## src/inc/asrfb_pkg.sv

```systemverilog
// package: register map, field positions and reset values of the receive flag block
package asrfb_pkg;
    // register byte addresses (word aligned)
    localparam logic [4:0] ADDR_STATUS_ONE = 5'h00;
    localparam logic [4:0] ADDR_STATUS_TWO = 5'h04;
    localparam logic [4:0] ADDR_DATA       = 5'h08;
    localparam logic [4:0] ADDR_BAUD       = 5'h0c;
    localparam logic [4:0] ADDR_CONTROL    = 5'h10;
    // status one bit positions
    localparam int BIT_RX_FULL  = 5;
    localparam int BIT_NOISE    = 2;
    localparam int BIT_FRAMING  = 1;
    localparam int BIT_PARITY   = 0;
    // status two bit positions
    localparam int BIT_BREAK    = 1;
    localparam int BIT_IN_PROG  = 0;
    // control three bit positions
    localparam int BIT_NINTH    = 7;
    localparam int BIT_NOISE_IE = 2;
    localparam int BIT_FRAME_IE = 1;
    localparam int BIT_PAR_IE   = 0;
    // baud register fields
    localparam int BIT_CLK_SEL  = 5;
    localparam int POS_PRESC    = 3;
    localparam int POS_RATE     = 0;
    // reset values
    localparam logic [7:0] BAUD_RESET    = 8'h00;
    localparam logic [7:0] CONTROL_RESET = 8'h00;
    // oversampling factor of the baud generator
    localparam int OVERSAMPLE = 16;
    // bus answer for an unmapped address
    localparam logic [31:0] UNMAPPED_DATA = 32'h0000_0000;
endpackage : asrfb_pkg

```

## src/rtl/asrfb_core.sv

```systemverilog
// receive error flags, data buffer, baud generator and Avalon-MM register slave
//
// The Avalon-MM register port and the address map were chosen for this implementation.
`timescale 1ns/1ps
`default_nettype none

module asrfb_core
    import asrfb_pkg::*;
(
    // clock and reset
    input  wire logic        clk,
    input  wire logic        rst_n,
    // avalon-mm slave
    input  wire logic [4:0]  avs_address,
    input  wire logic        avs_read,
    input  wire logic        avs_write,
    input  wire logic [31:0] avs_writedata,
    input  wire logic [3:0]  avs_byteenable,
    output logic [31:0]      avs_readdata,
    output logic             avs_waitrequest,
    // receiver events, same clock
    input  wire logic        noise_event,
    input  wire logic        framing_event,
    input  wire logic        parity_event,
    input  wire logic        break_event,
    input  wire logic        rx_load,
    input  wire logic [8:0]  rx_word,
    input  wire logic        nine_bit_mode,
    input  wire logic        start_sample_low,
    input  wire logic        false_start,
    input  wire logic        idle_detect,
    // receive pin
    input  wire logic        rx_pin,
    // crystal reference clock, sampled as a pin
    input  wire logic        crystal_ref_clock,
    // transmit side
    output logic [7:0]       tx_data,
    output logic             tx_data_write,
    // status and baud outputs
    output logic             rx_full_flag,
    output logic             rx_in_progress_flag,
    output logic             error_irq,
    output logic             baud_tick
);

    logic [7:0] serial_data_buffer;
    logic [7:0] baud_setting;
    logic [7:0] control_three;
    logic       noise_flag;
    logic       framing_error_flag;
    logic       parity_error_flag;
    logic       break_flag;
    logic       rx_ninth_bit;
    logic       break_rearmed;
    logic [3:0] armed;
    logic       ack;
    logic       req_first;
    logic       rd_one;
    logic       rd_two;
    logic       rd_data;
    logic       wr_data;
    logic       wr_baud;
    logic       wr_control;
    logic [2:0] rx_sync;
    logic       line_high;
    logic [2:0] xtal_sync;
    logic       xtal_level;
    logic       xtal_edge;
    logic       baud_clock_select;
    logic [1:0] prescaler_select;
    logic [2:0] rate_divisor_select;
    logic [3:0] prescaler_divisor;
    logic [7:0] rate_divisor;
    logic [3:0] presc_cnt;
    logic [7:0] rate_cnt;
    logic       src_tick;
    logic       presc_tick;

    function automatic logic [3:0] presc_of(input logic [1:0] sel);
        case (sel)
            2'h0:    presc_of = 4'h1;
            2'h1:    presc_of = 4'h3;
            2'h2:    presc_of = 4'h4;
            default: presc_of = 4'hd;
        endcase
    endfunction : presc_of

    // bus decode: one wait cycle, answer on the second edge
    // read side effects on the first edge, with the values readdata captures
    assign req_first       = (avs_read | avs_write) & ~ack;
    assign avs_waitrequest = req_first;
    assign rd_one     = avs_read & req_first & (avs_address == ADDR_STATUS_ONE);
    assign rd_two     = avs_read & req_first & (avs_address == ADDR_STATUS_TWO);
    assign rd_data    = avs_read & req_first & (avs_address == ADDR_DATA);
    assign wr_data    = avs_write & ack & (avs_address == ADDR_DATA) & avs_byteenable[0];
    assign wr_baud    = avs_write & ack & (avs_address == ADDR_BAUD) & avs_byteenable[0];
    assign wr_control = avs_write & ack & (avs_address == ADDR_CONTROL) & avs_byteenable[0];

    always_ff @(posedge clk or negedge rst_n) begin
        if (!rst_n) begin
            ack <= 1'b0;
        end else begin
            ack <= req_first;
        end
    end

    always_ff @(posedge clk or negedge rst_n) begin
        if (!rst_n) begin
            avs_readdata <= UNMAPPED_DATA;
        end else if (avs_read & ~ack) begin
            case (avs_address)
                ADDR_STATUS_ONE[4:0]: avs_readdata <= {24'h0, 2'b00, rx_full_flag, 2'b00,
                                                       noise_flag, framing_error_flag,
                                                       parity_error_flag};
                ADDR_STATUS_TWO[4:0]: avs_readdata <= {24'h0, 6'h00, break_flag,
                                                       rx_in_progress_flag};
                ADDR_DATA[4:0]:       avs_readdata <= {24'h0, serial_data_buffer};
                ADDR_BAUD[4:0]:       avs_readdata <= {24'h0, baud_setting};
                ADDR_CONTROL[4:0]:    avs_readdata <= {24'h0, rx_ninth_bit, control_three[6:0]};
                default:              avs_readdata <= UNMAPPED_DATA;
            endcase
        end
    end

    // data buffer has no reset
    always_ff @(posedge clk) begin
        if (rx_load) begin
            serial_data_buffer <= rx_word[7:0];
        end
    end

    // transmit byte has no reset
    always_ff @(posedge clk) begin
        if (wr_data) begin
            tx_data <= avs_writedata[7:0];
        end
    end

    always_ff @(posedge clk or negedge rst_n) begin
        if (!rst_n) begin
            tx_data_write <= 1'b0;
        end else begin
            tx_data_write <= wr_data;
        end
    end

    // ninth bit has no reset
    always_ff @(posedge clk) begin
        if (break_event & nine_bit_mode) begin
            rx_ninth_bit <= 1'b0;
        end else if (rx_load) begin
            rx_ninth_bit <= nine_bit_mode ? rx_word[8] : rx_word[7];
        end
    end

    always_ff @(posedge clk or negedge rst_n) begin
        if (!rst_n) begin
            baud_setting <= BAUD_RESET;
        end else if (wr_baud) begin
            baud_setting <= {2'b00, avs_writedata[5:0]};
        end
    end

    always_ff @(posedge clk or negedge rst_n) begin
        if (!rst_n) begin
            control_three <= CONTROL_RESET;
        end else if (wr_control) begin
            control_three <= {5'h00, avs_writedata[2:0]};
        end
    end

    // arming on status read, only for set flags
    always_ff @(posedge clk or negedge rst_n) begin
        if (!rst_n) begin
            armed <= 4'h0;
        end else if (rd_data) begin
            armed <= 4'h0;
        end else begin
            if (rd_one) begin
                armed[2:0] <= {noise_flag, framing_error_flag, parity_error_flag};
            end
            if (rd_two) begin
                armed[3] <= break_flag;
            end
        end
    end

    // flags: set wins over clear
    always_ff @(posedge clk or negedge rst_n) begin
        if (!rst_n) begin
            noise_flag <= 1'b0;
        end else if (noise_event) begin
            noise_flag <= 1'b1;
        end else if (rd_data & armed[2]) begin
            noise_flag <= 1'b0;
        end
    end

    always_ff @(posedge clk or negedge rst_n) begin
        if (!rst_n) begin
            framing_error_flag <= 1'b0;
        end else if (framing_event | break_event) begin
            framing_error_flag <= 1'b1;
        end else if (rd_data & armed[1]) begin
            framing_error_flag <= 1'b0;
        end
    end

    always_ff @(posedge clk or negedge rst_n) begin
        if (!rst_n) begin
            parity_error_flag <= 1'b0;
        end else if (parity_event) begin
            parity_error_flag <= 1'b1;
        end else if (rd_data & armed[0]) begin
            parity_error_flag <= 1'b0;
        end
    end

    // receiver-full flag, cleared by any data read
    always_ff @(posedge clk or negedge rst_n) begin
        if (!rst_n) begin
            rx_full_flag <= 1'b0;
        end else if (rx_load | break_event) begin
            rx_full_flag <= 1'b1;
        end else if (rd_data) begin
            rx_full_flag <= 1'b0;
        end
    end

    // receive pin synchroniser
    always_ff @(posedge clk or negedge rst_n) begin
        if (!rst_n) begin
            rx_sync <= 3'b111;
        end else begin
            rx_sync <= {rx_sync[1:0], rx_pin};
        end
    end
    assign line_high = rx_sync[1] & rx_sync[2];

    always_ff @(posedge clk or negedge rst_n) begin
        if (!rst_n) begin
            break_flag    <= 1'b0;
            break_rearmed <= 1'b1;
        end else begin
            if (break_event & break_rearmed) begin
                break_flag    <= 1'b1;
                break_rearmed <= 1'b0;
            end else begin
                if (rd_data & armed[3]) begin
                    break_flag <= 1'b0;
                end
                if (line_high & ~break_flag) begin
                    break_rearmed <= 1'b1;
                end
            end
        end
    end

    always_ff @(posedge clk or negedge rst_n) begin
        if (!rst_n) begin
            rx_in_progress_flag <= 1'b0;
        end else if (start_sample_low) begin
            rx_in_progress_flag <= 1'b1;
        end else if (false_start | idle_detect) begin
            rx_in_progress_flag <= 1'b0;
        end
    end

    // break flag stays out of the interrupt; a break reaches it only through the framing flag
    assign error_irq = (noise_flag & control_three[BIT_NOISE_IE])
                     | (framing_error_flag & control_three[BIT_FRAME_IE])
                     | (parity_error_flag & control_three[BIT_PAR_IE]);

    // baud generator
    assign baud_clock_select   = baud_setting[BIT_CLK_SEL];
    assign prescaler_select    = baud_setting[POS_PRESC +: 2];
    assign rate_divisor_select = baud_setting[POS_RATE +: 3];
    assign prescaler_divisor   = presc_of(prescaler_select);
    assign rate_divisor        = 8'h01 << rate_divisor_select;

    always_ff @(posedge clk or negedge rst_n) begin
        if (!rst_n) begin
            xtal_sync <= 3'b000;
        end else begin
            xtal_sync <= {xtal_sync[1:0], crystal_ref_clock};
        end
    end

    // level changes once second and third flops agree
    always_ff @(posedge clk or negedge rst_n) begin
        if (!rst_n) begin
            xtal_level <= 1'b0;
        end else if (xtal_sync[1] == xtal_sync[2]) begin
            xtal_level <= xtal_sync[2];
        end
    end
    assign xtal_edge = xtal_sync[1] & xtal_sync[2] & ~xtal_level;
    assign src_tick  = baud_clock_select ? 1'b1 : xtal_edge;

    always_ff @(posedge clk or negedge rst_n) begin
        if (!rst_n) begin
            presc_cnt <= 4'h0;
        end else if (src_tick) begin
            presc_cnt <= (presc_cnt >= prescaler_divisor - 4'h1) ? 4'h0 : presc_cnt + 4'h1;
        end
    end
    assign presc_tick = src_tick & (presc_cnt >= prescaler_divisor - 4'h1);

    // tick at sixteen times the baud rate, shared by both directions
    always_ff @(posedge clk or negedge rst_n) begin
        if (!rst_n) begin
            rate_cnt  <= 8'h00;
            baud_tick <= 1'b0;
        end else begin
            baud_tick <= 1'b0;
            if (presc_tick) begin
                if (rate_cnt >= rate_divisor - 8'h01) begin
                    rate_cnt  <= 8'h00;
                    baud_tick <= 1'b1;
                end else begin
                    rate_cnt <= rate_cnt + 8'h01;
                end
            end
        end
    end

endmodule : asrfb_core
`default_nettype wire

```

## config.mk

```make
export PLATFORM = sky130hd
export DESIGN_NAME = asrfb_core
export DESIGN_NICKNAME = d
export VERILOG_FILES = /design/src/inc/asrfb_pkg.sv /design/src/rtl/asrfb_core.sv
export SDC_FILE = /design/constraint.sdc
export NUM_CORES = 1
export LEC_CHECK = 0
export ABC_AREA = 1
export BUFFER_PORTS_ARGS = -buffer_cell sky130_fd_sc_hd__buf_2
export CORE_AREA = 2 2 116 62
export DETAILED_ROUTE_END_ITERATION = 10
export DIE_AREA = 0 0 118 64
export PLACE_DENSITY = 0.84
export SETUP_SLACK_MARGIN = 0.1
export SLEW_MARGIN = 5
export SYNTH_ARGS = -nofsm -noshare
export SYNTH_HDL_FRONTEND = slang
export SYNTH_SLANG_ARGS = --single-unit
```

## constraint.sdc

```tcl
create_clock -name clk -period 4.2 [get_ports clk]
set_input_delay 1.26 -clock clk [delete_from_list [all_inputs] [get_ports clk]]
set_output_delay 1.26 -clock clk [all_outputs]
set_load 0.05 [all_outputs]
```

* Word level (Yosys, flattened, before mapping) *
Cells that the tools add are included.

word-level totals
  bits in registers = 91
  input bits = 65
  output and inout bits = 46
  word-level logic and storage cells = 109

operators by class
  muxes and demuxes = 25
  add/subtract/negate cells = 4
  shifts and indexed selects = 1
  reductions and logical operators = 11
  bitwise logic cells = 36
  eq/ne operators = 7
  order comparisons = 2

operators with widths
  kind                                                                 count
  8-bit one-hot mux with 5 select lines                                1
  1-bit AND                                                            27
  1-bit 2-to-1 mux                                                     19
  2-bit nonzero test                                                   9
  4-bit one-hot mux with 3 select lines                                1
  5-bit by 4-bit == test with 1-bit output (second input constant)     2
  8-bit by 1-bit adder with 8-bit output (second input constant)       1
  8-bit >= comparator                                                  1
  4-bit 2-to-1 mux                                                     2
  8-bit 2-to-1 mux                                                     1
  1-bit by 3-bit << shifter with 8-bit output (first input constant)   1
  8-bit by 1-bit subtractor with 8-bit output (second input constant)  1
  1-bit bitwise OR                                                     6
  5-bit by 3-bit == test with 1-bit output (second input constant)     1
  5-bit == test (second input constant)                                1
  5-bit zero test                                                      1
  4-bit by 1-bit adder with 4-bit output (second input constant)       1
  4-bit >= comparator                                                  1
  4-bit by 1-bit subtractor with 4-bit output (second input constant)  1
  3-bit 2-to-1 mux                                                     1
  1-bit NOT                                                            3
  2-bit by 1-bit == test with 1-bit output (second input constant)     1
  2-bit == test (second input constant)                                1
  2-bit zero test                                                      1
  1-bit == test                                                        1

* Logic depth before layout (Yosys ltp) *
  word-level depth = 7
  mapped depth = 15
  gate-level depth less buffers = 15

* Least setup slack after synthesis *
No wires, ideal clock.

  path type = input to output
  start point = input port avs_read
  end point = output port avs_waitrequest
  arrival = 1.957 ns
  buffers on the path = 0
  stages on the path = 2
  path slack = 0.983 ns
  data required time = 2.940 ns
  cells stage by stage = nor2_1 > nor2_1

between the ends
  longest elaborated chain between the ends = 2

RTL lines
  what              line              RTL
  start, declared   asrfb_core.sv:15  input wire logic avs_read,
  1-bit bitwise OR  asrfb_core.sv:90  assign req_first = (avs_read | avs_write) & ~ack;
  1-bit AND         asrfb_core.sv:90
  end, declared     asrfb_core.sv:20  output logic avs_waitrequest,

No other way between the ends.

* Worst setup path in the final report *
Ends and elaborated chain as after synthesis.

==> summary.txt <==
Power
  • Clk pwr share: 0.358
  • Pint: 1370 uW
  • Combinational power share: 0.250
  • Peak VDD IR: 0.000317 V
  • Switching share of power: 0.336
  • P_sw: 696 uW
  • Sequential power share: 0.392
  • P per Cell Area: 506 nW/um2
  • Leakage power: 0.00210 uW

Synthesis
  • Synth cell count leaders: 96 x nand2_1, 46 x dfrtp_1, 45 x inv_1, 30 x nor2_1, 26 x buf_4
  • Leading area contributor after synthesis: dfrtp_1
  • Post-synthesis instance total: 388
  • Post-Syn Area: 3500 um2
  • EDFF count, synth: 16
  • Sequential fraction of the synthesis area: 0.502
  • #FFs+latches synth: 67
  • Synth Warn #: 0
  • Synth area leaders: dfrtp_1 33%, edfxtp_1 14%, nand2_1 10%
  • Async SR Flop Fraction: 0.746
  • Top-count cell post-synth: nand2_1
  • Post-synthesis cell type count: 36
  • Top_reg_cell synth: dfrtp_1
  • Mean Syn Cell Area: 9.02 um2
  • Synth top area share: 0.329

Route
  • Initial drt markers: 268
  • WL per Instance: around 14 um
  • Routed vias: 2765
  • Detail Route Antenna Nets: 0
  • Avg Vias per Cell: 5.02
  • Initial DRT Pass Iterations: 4
  • Residual DRC: 0
  • Routed WL: 7470 um

Timing
  • Period minus WS final: 3.04 ns
  • Actual slew at the worst max-slew pin: 0.806 ns
  • Final cycle utilization of the critical path: 0.725
  • Clock Skew: 0.00672 ns
  • Finish-stage setup viols: 0
  • Slew Viols, Final: 0
  • Setup TNS: 0 ns
  • Rel. slew slack: 0.463
  • F_max: 329 MHz
  • Hold Vio Cnt, Final: 0
  • RSZ-0062 raised after global routing: false

Clock tree
  • CTS H-tree depth: 3
  • Skew-Pair Late Insertion Delay: 0.33 ns
  • Post-CTS setup buffer count: 0
  • Clock sinks: 67
  • Root Driver: clkbuf_16
  • Clk slew on worst S/H paths: roughly 0.05 ns
  • Hold-fix buffers, CTS: 0
  • TritonCTS clock tree: done
  • Clk buf depth: 2
  • Post-cts resize count: 0
  • Num CTS Buffers: 9

Floorplan
  • # IOs: 111
  • Die Width: 118 um
  • Number of cell rows: 21
  • CORE AREA: 6490 um2
  • Die H: 64 um
  • Initial core utilization: 0.539
  • Die footprint: 7550 um2

Cells and area
  • Core Util, Final: 0.630
  • Multi-input logic area: 1440 um2
  • # diodes: 0
  • Area grow syn2layout: 16.8%
  • Register Area: 1760 um2
  • Layout cells sized above 1: 0.227
  • Fillers: 540
  • # nets final: approximately 540

Setup path
  • Critical path arrival: around 1.8 ns
  • Worst Path Buf+Inv: 2
  • Worst r2r src: baud_setting[0]$_DFFE_PN0P_
  • FF-to-FF End: rate_cnt[2]$_DFFE_PN0P_
  • WS Path Type: input port to primary output
  • Slowest stage delay, CP: 0.28 ns
  • R2R cell count: 15
  • Crit path launch type: input port
  • R2R Setup Slk: between 1.5 and 2 ns
  • CP Data Required Time: 2.94 ns
  • Crit path capture type: primary output
  • Critical-path top delay cell: buf_2
  • Crit path max fanout: 2
  • Crit-path leading delay family: buffers and inverters
  • Cell Chain, Critical Path: buf_2 > nor2_1 > nor2_1 > buf_2

Job
  • Total of max-cap violations: 0

Global route
  • Total grt overflow: 0
  • First-pass GRT wire length: 12400 um
  • Initial antenna violation count: 0
  • Aggregate global-route resource usage: 0.216
  • Vias in the first global route: about 2600
  • Largest net degree at the start of global routing: 36

Outcome
  • Status: finished, final reports clean

Min path
  • Hold crit path type: register to register
  • Hold depth: 0
  • Hold_sp: rx_sync[0]$_DFF_PN1_
  • Hold Path End: rx_sync[1]$_DFF_PN1_

Placement
  • GP Congestion: 0.869
  • Detailed placer's ending HPWL: 5630 um
  • Port buffer count: 59
## metal layers
metal  routed length, um  GRT usage  vias up
li1                    -          -     1348
met1                3530      0.303     1286
met2                3080      0.302      119
met3                 719     0.0768       12
met4                 141     0.0964        0
met5                   0          0        -
## layout by cell type, fill, tap and decap left out, types with 5 or more instances in the layout
cell type,n
nand2_1,96
conb_1,25
o21ai_0,13
edfxtp_1,16
dfrtp_1,46
ha_1,18
nand3_1,25
buf_2,59
nor2_1,30
inv_1,45
clkbuf_16,9
nand4_1,12
a21oi_1,7
o21ai_1,5
## per-stage QoR
step / hold WS, ns / cells / worst slack (ns) / area, um2 / total power (uW)
after floorplan: 0.331 / 411 / 0.983 / 3590 / 1220
after global placement: 0.337 / 535 / 1.17 / 3790 / 1290
after detailed placement: 0.348 / 535 / 1.15 / 3790 / 1330
after CTS: 0.355 / 551 / 1.15 / 4090 / 2080
after global routing: 0.358 / 551 / 1.08 / 4090 / 2190
final: 0.355 / 551 / 1.16 / 4090 / 2070
## power by group through the flow
stage               combinational, uW  sequential, uW  clock [uW]
floorplan                         385             833           0
global placement                  476             816           0
CTS                               518             810         757
finish                            517             811         741
detailed placement                511             820           0
global route                      583             822         783
## cell families (layout without fill, tap and decap cells)
| logic type | after synthesis | count (layout) | synth area share |
|---|---|---|---|
| simple gates | 179 | 179 | 0.237 |
| buf+inv | 77 | 125 | 0.113 |
| flops | 67 | 67 | 0.502 |
| compound gates | 42 | 42 | 0.0747 |
| fa+ha+maj | 18 | 18 | 0.0643 |
| xor+xnor | 3 | 3 | 0.00751 |
| other cells | 2 | 25 | 0.00215 |
## final cells by class
type,count,area share
flip-flops and latches,67,0.430
multi-input cells,267,0.351
repair buffers,60,0.0741
clock buffers,10,0.0585
inverters,49,0.0450
well taps,92,0.0282
clock inverters,6,0.0135
## flip-flops by register name (all words and copies together) (netlist names)
register and flops:
break_rearmed 1, rx_full_flag 1, xtal_sync 3, tx_data 8
ack 1, rx_in_progress_flag 1, noise_flag 1, control_three 3
rx_sync 3, tx_data_write 1, rx_ninth_bit 1, parity_error_flag 1
framing_error_flag 1, baud_tick 1, presc_cnt 4, avs_readdata 8
baud_setting 6, xtal_level 1, break_flag 1, rate_cnt 8
serial_data_buffer 8, armed 4
## worst max-delay path by stage
stage | endpoint | slack [ns] | cells after the start | start
finish | avs_waitrequest | 1.16 | 4 | avs_read
global placement | avs_waitrequest | 1.17 | 4 | avs_read
floorplan | avs_waitrequest | 0.98 | 2 | avs_read
global route | avs_waitrequest | 1.08 | 4 | avs_read
detailed placement | avs_waitrequest | 1.15 | 4 | avs_read
CTS | avs_waitrequest | 1.15 | 4 | avs_read
(Power assumes the default switching activity.)
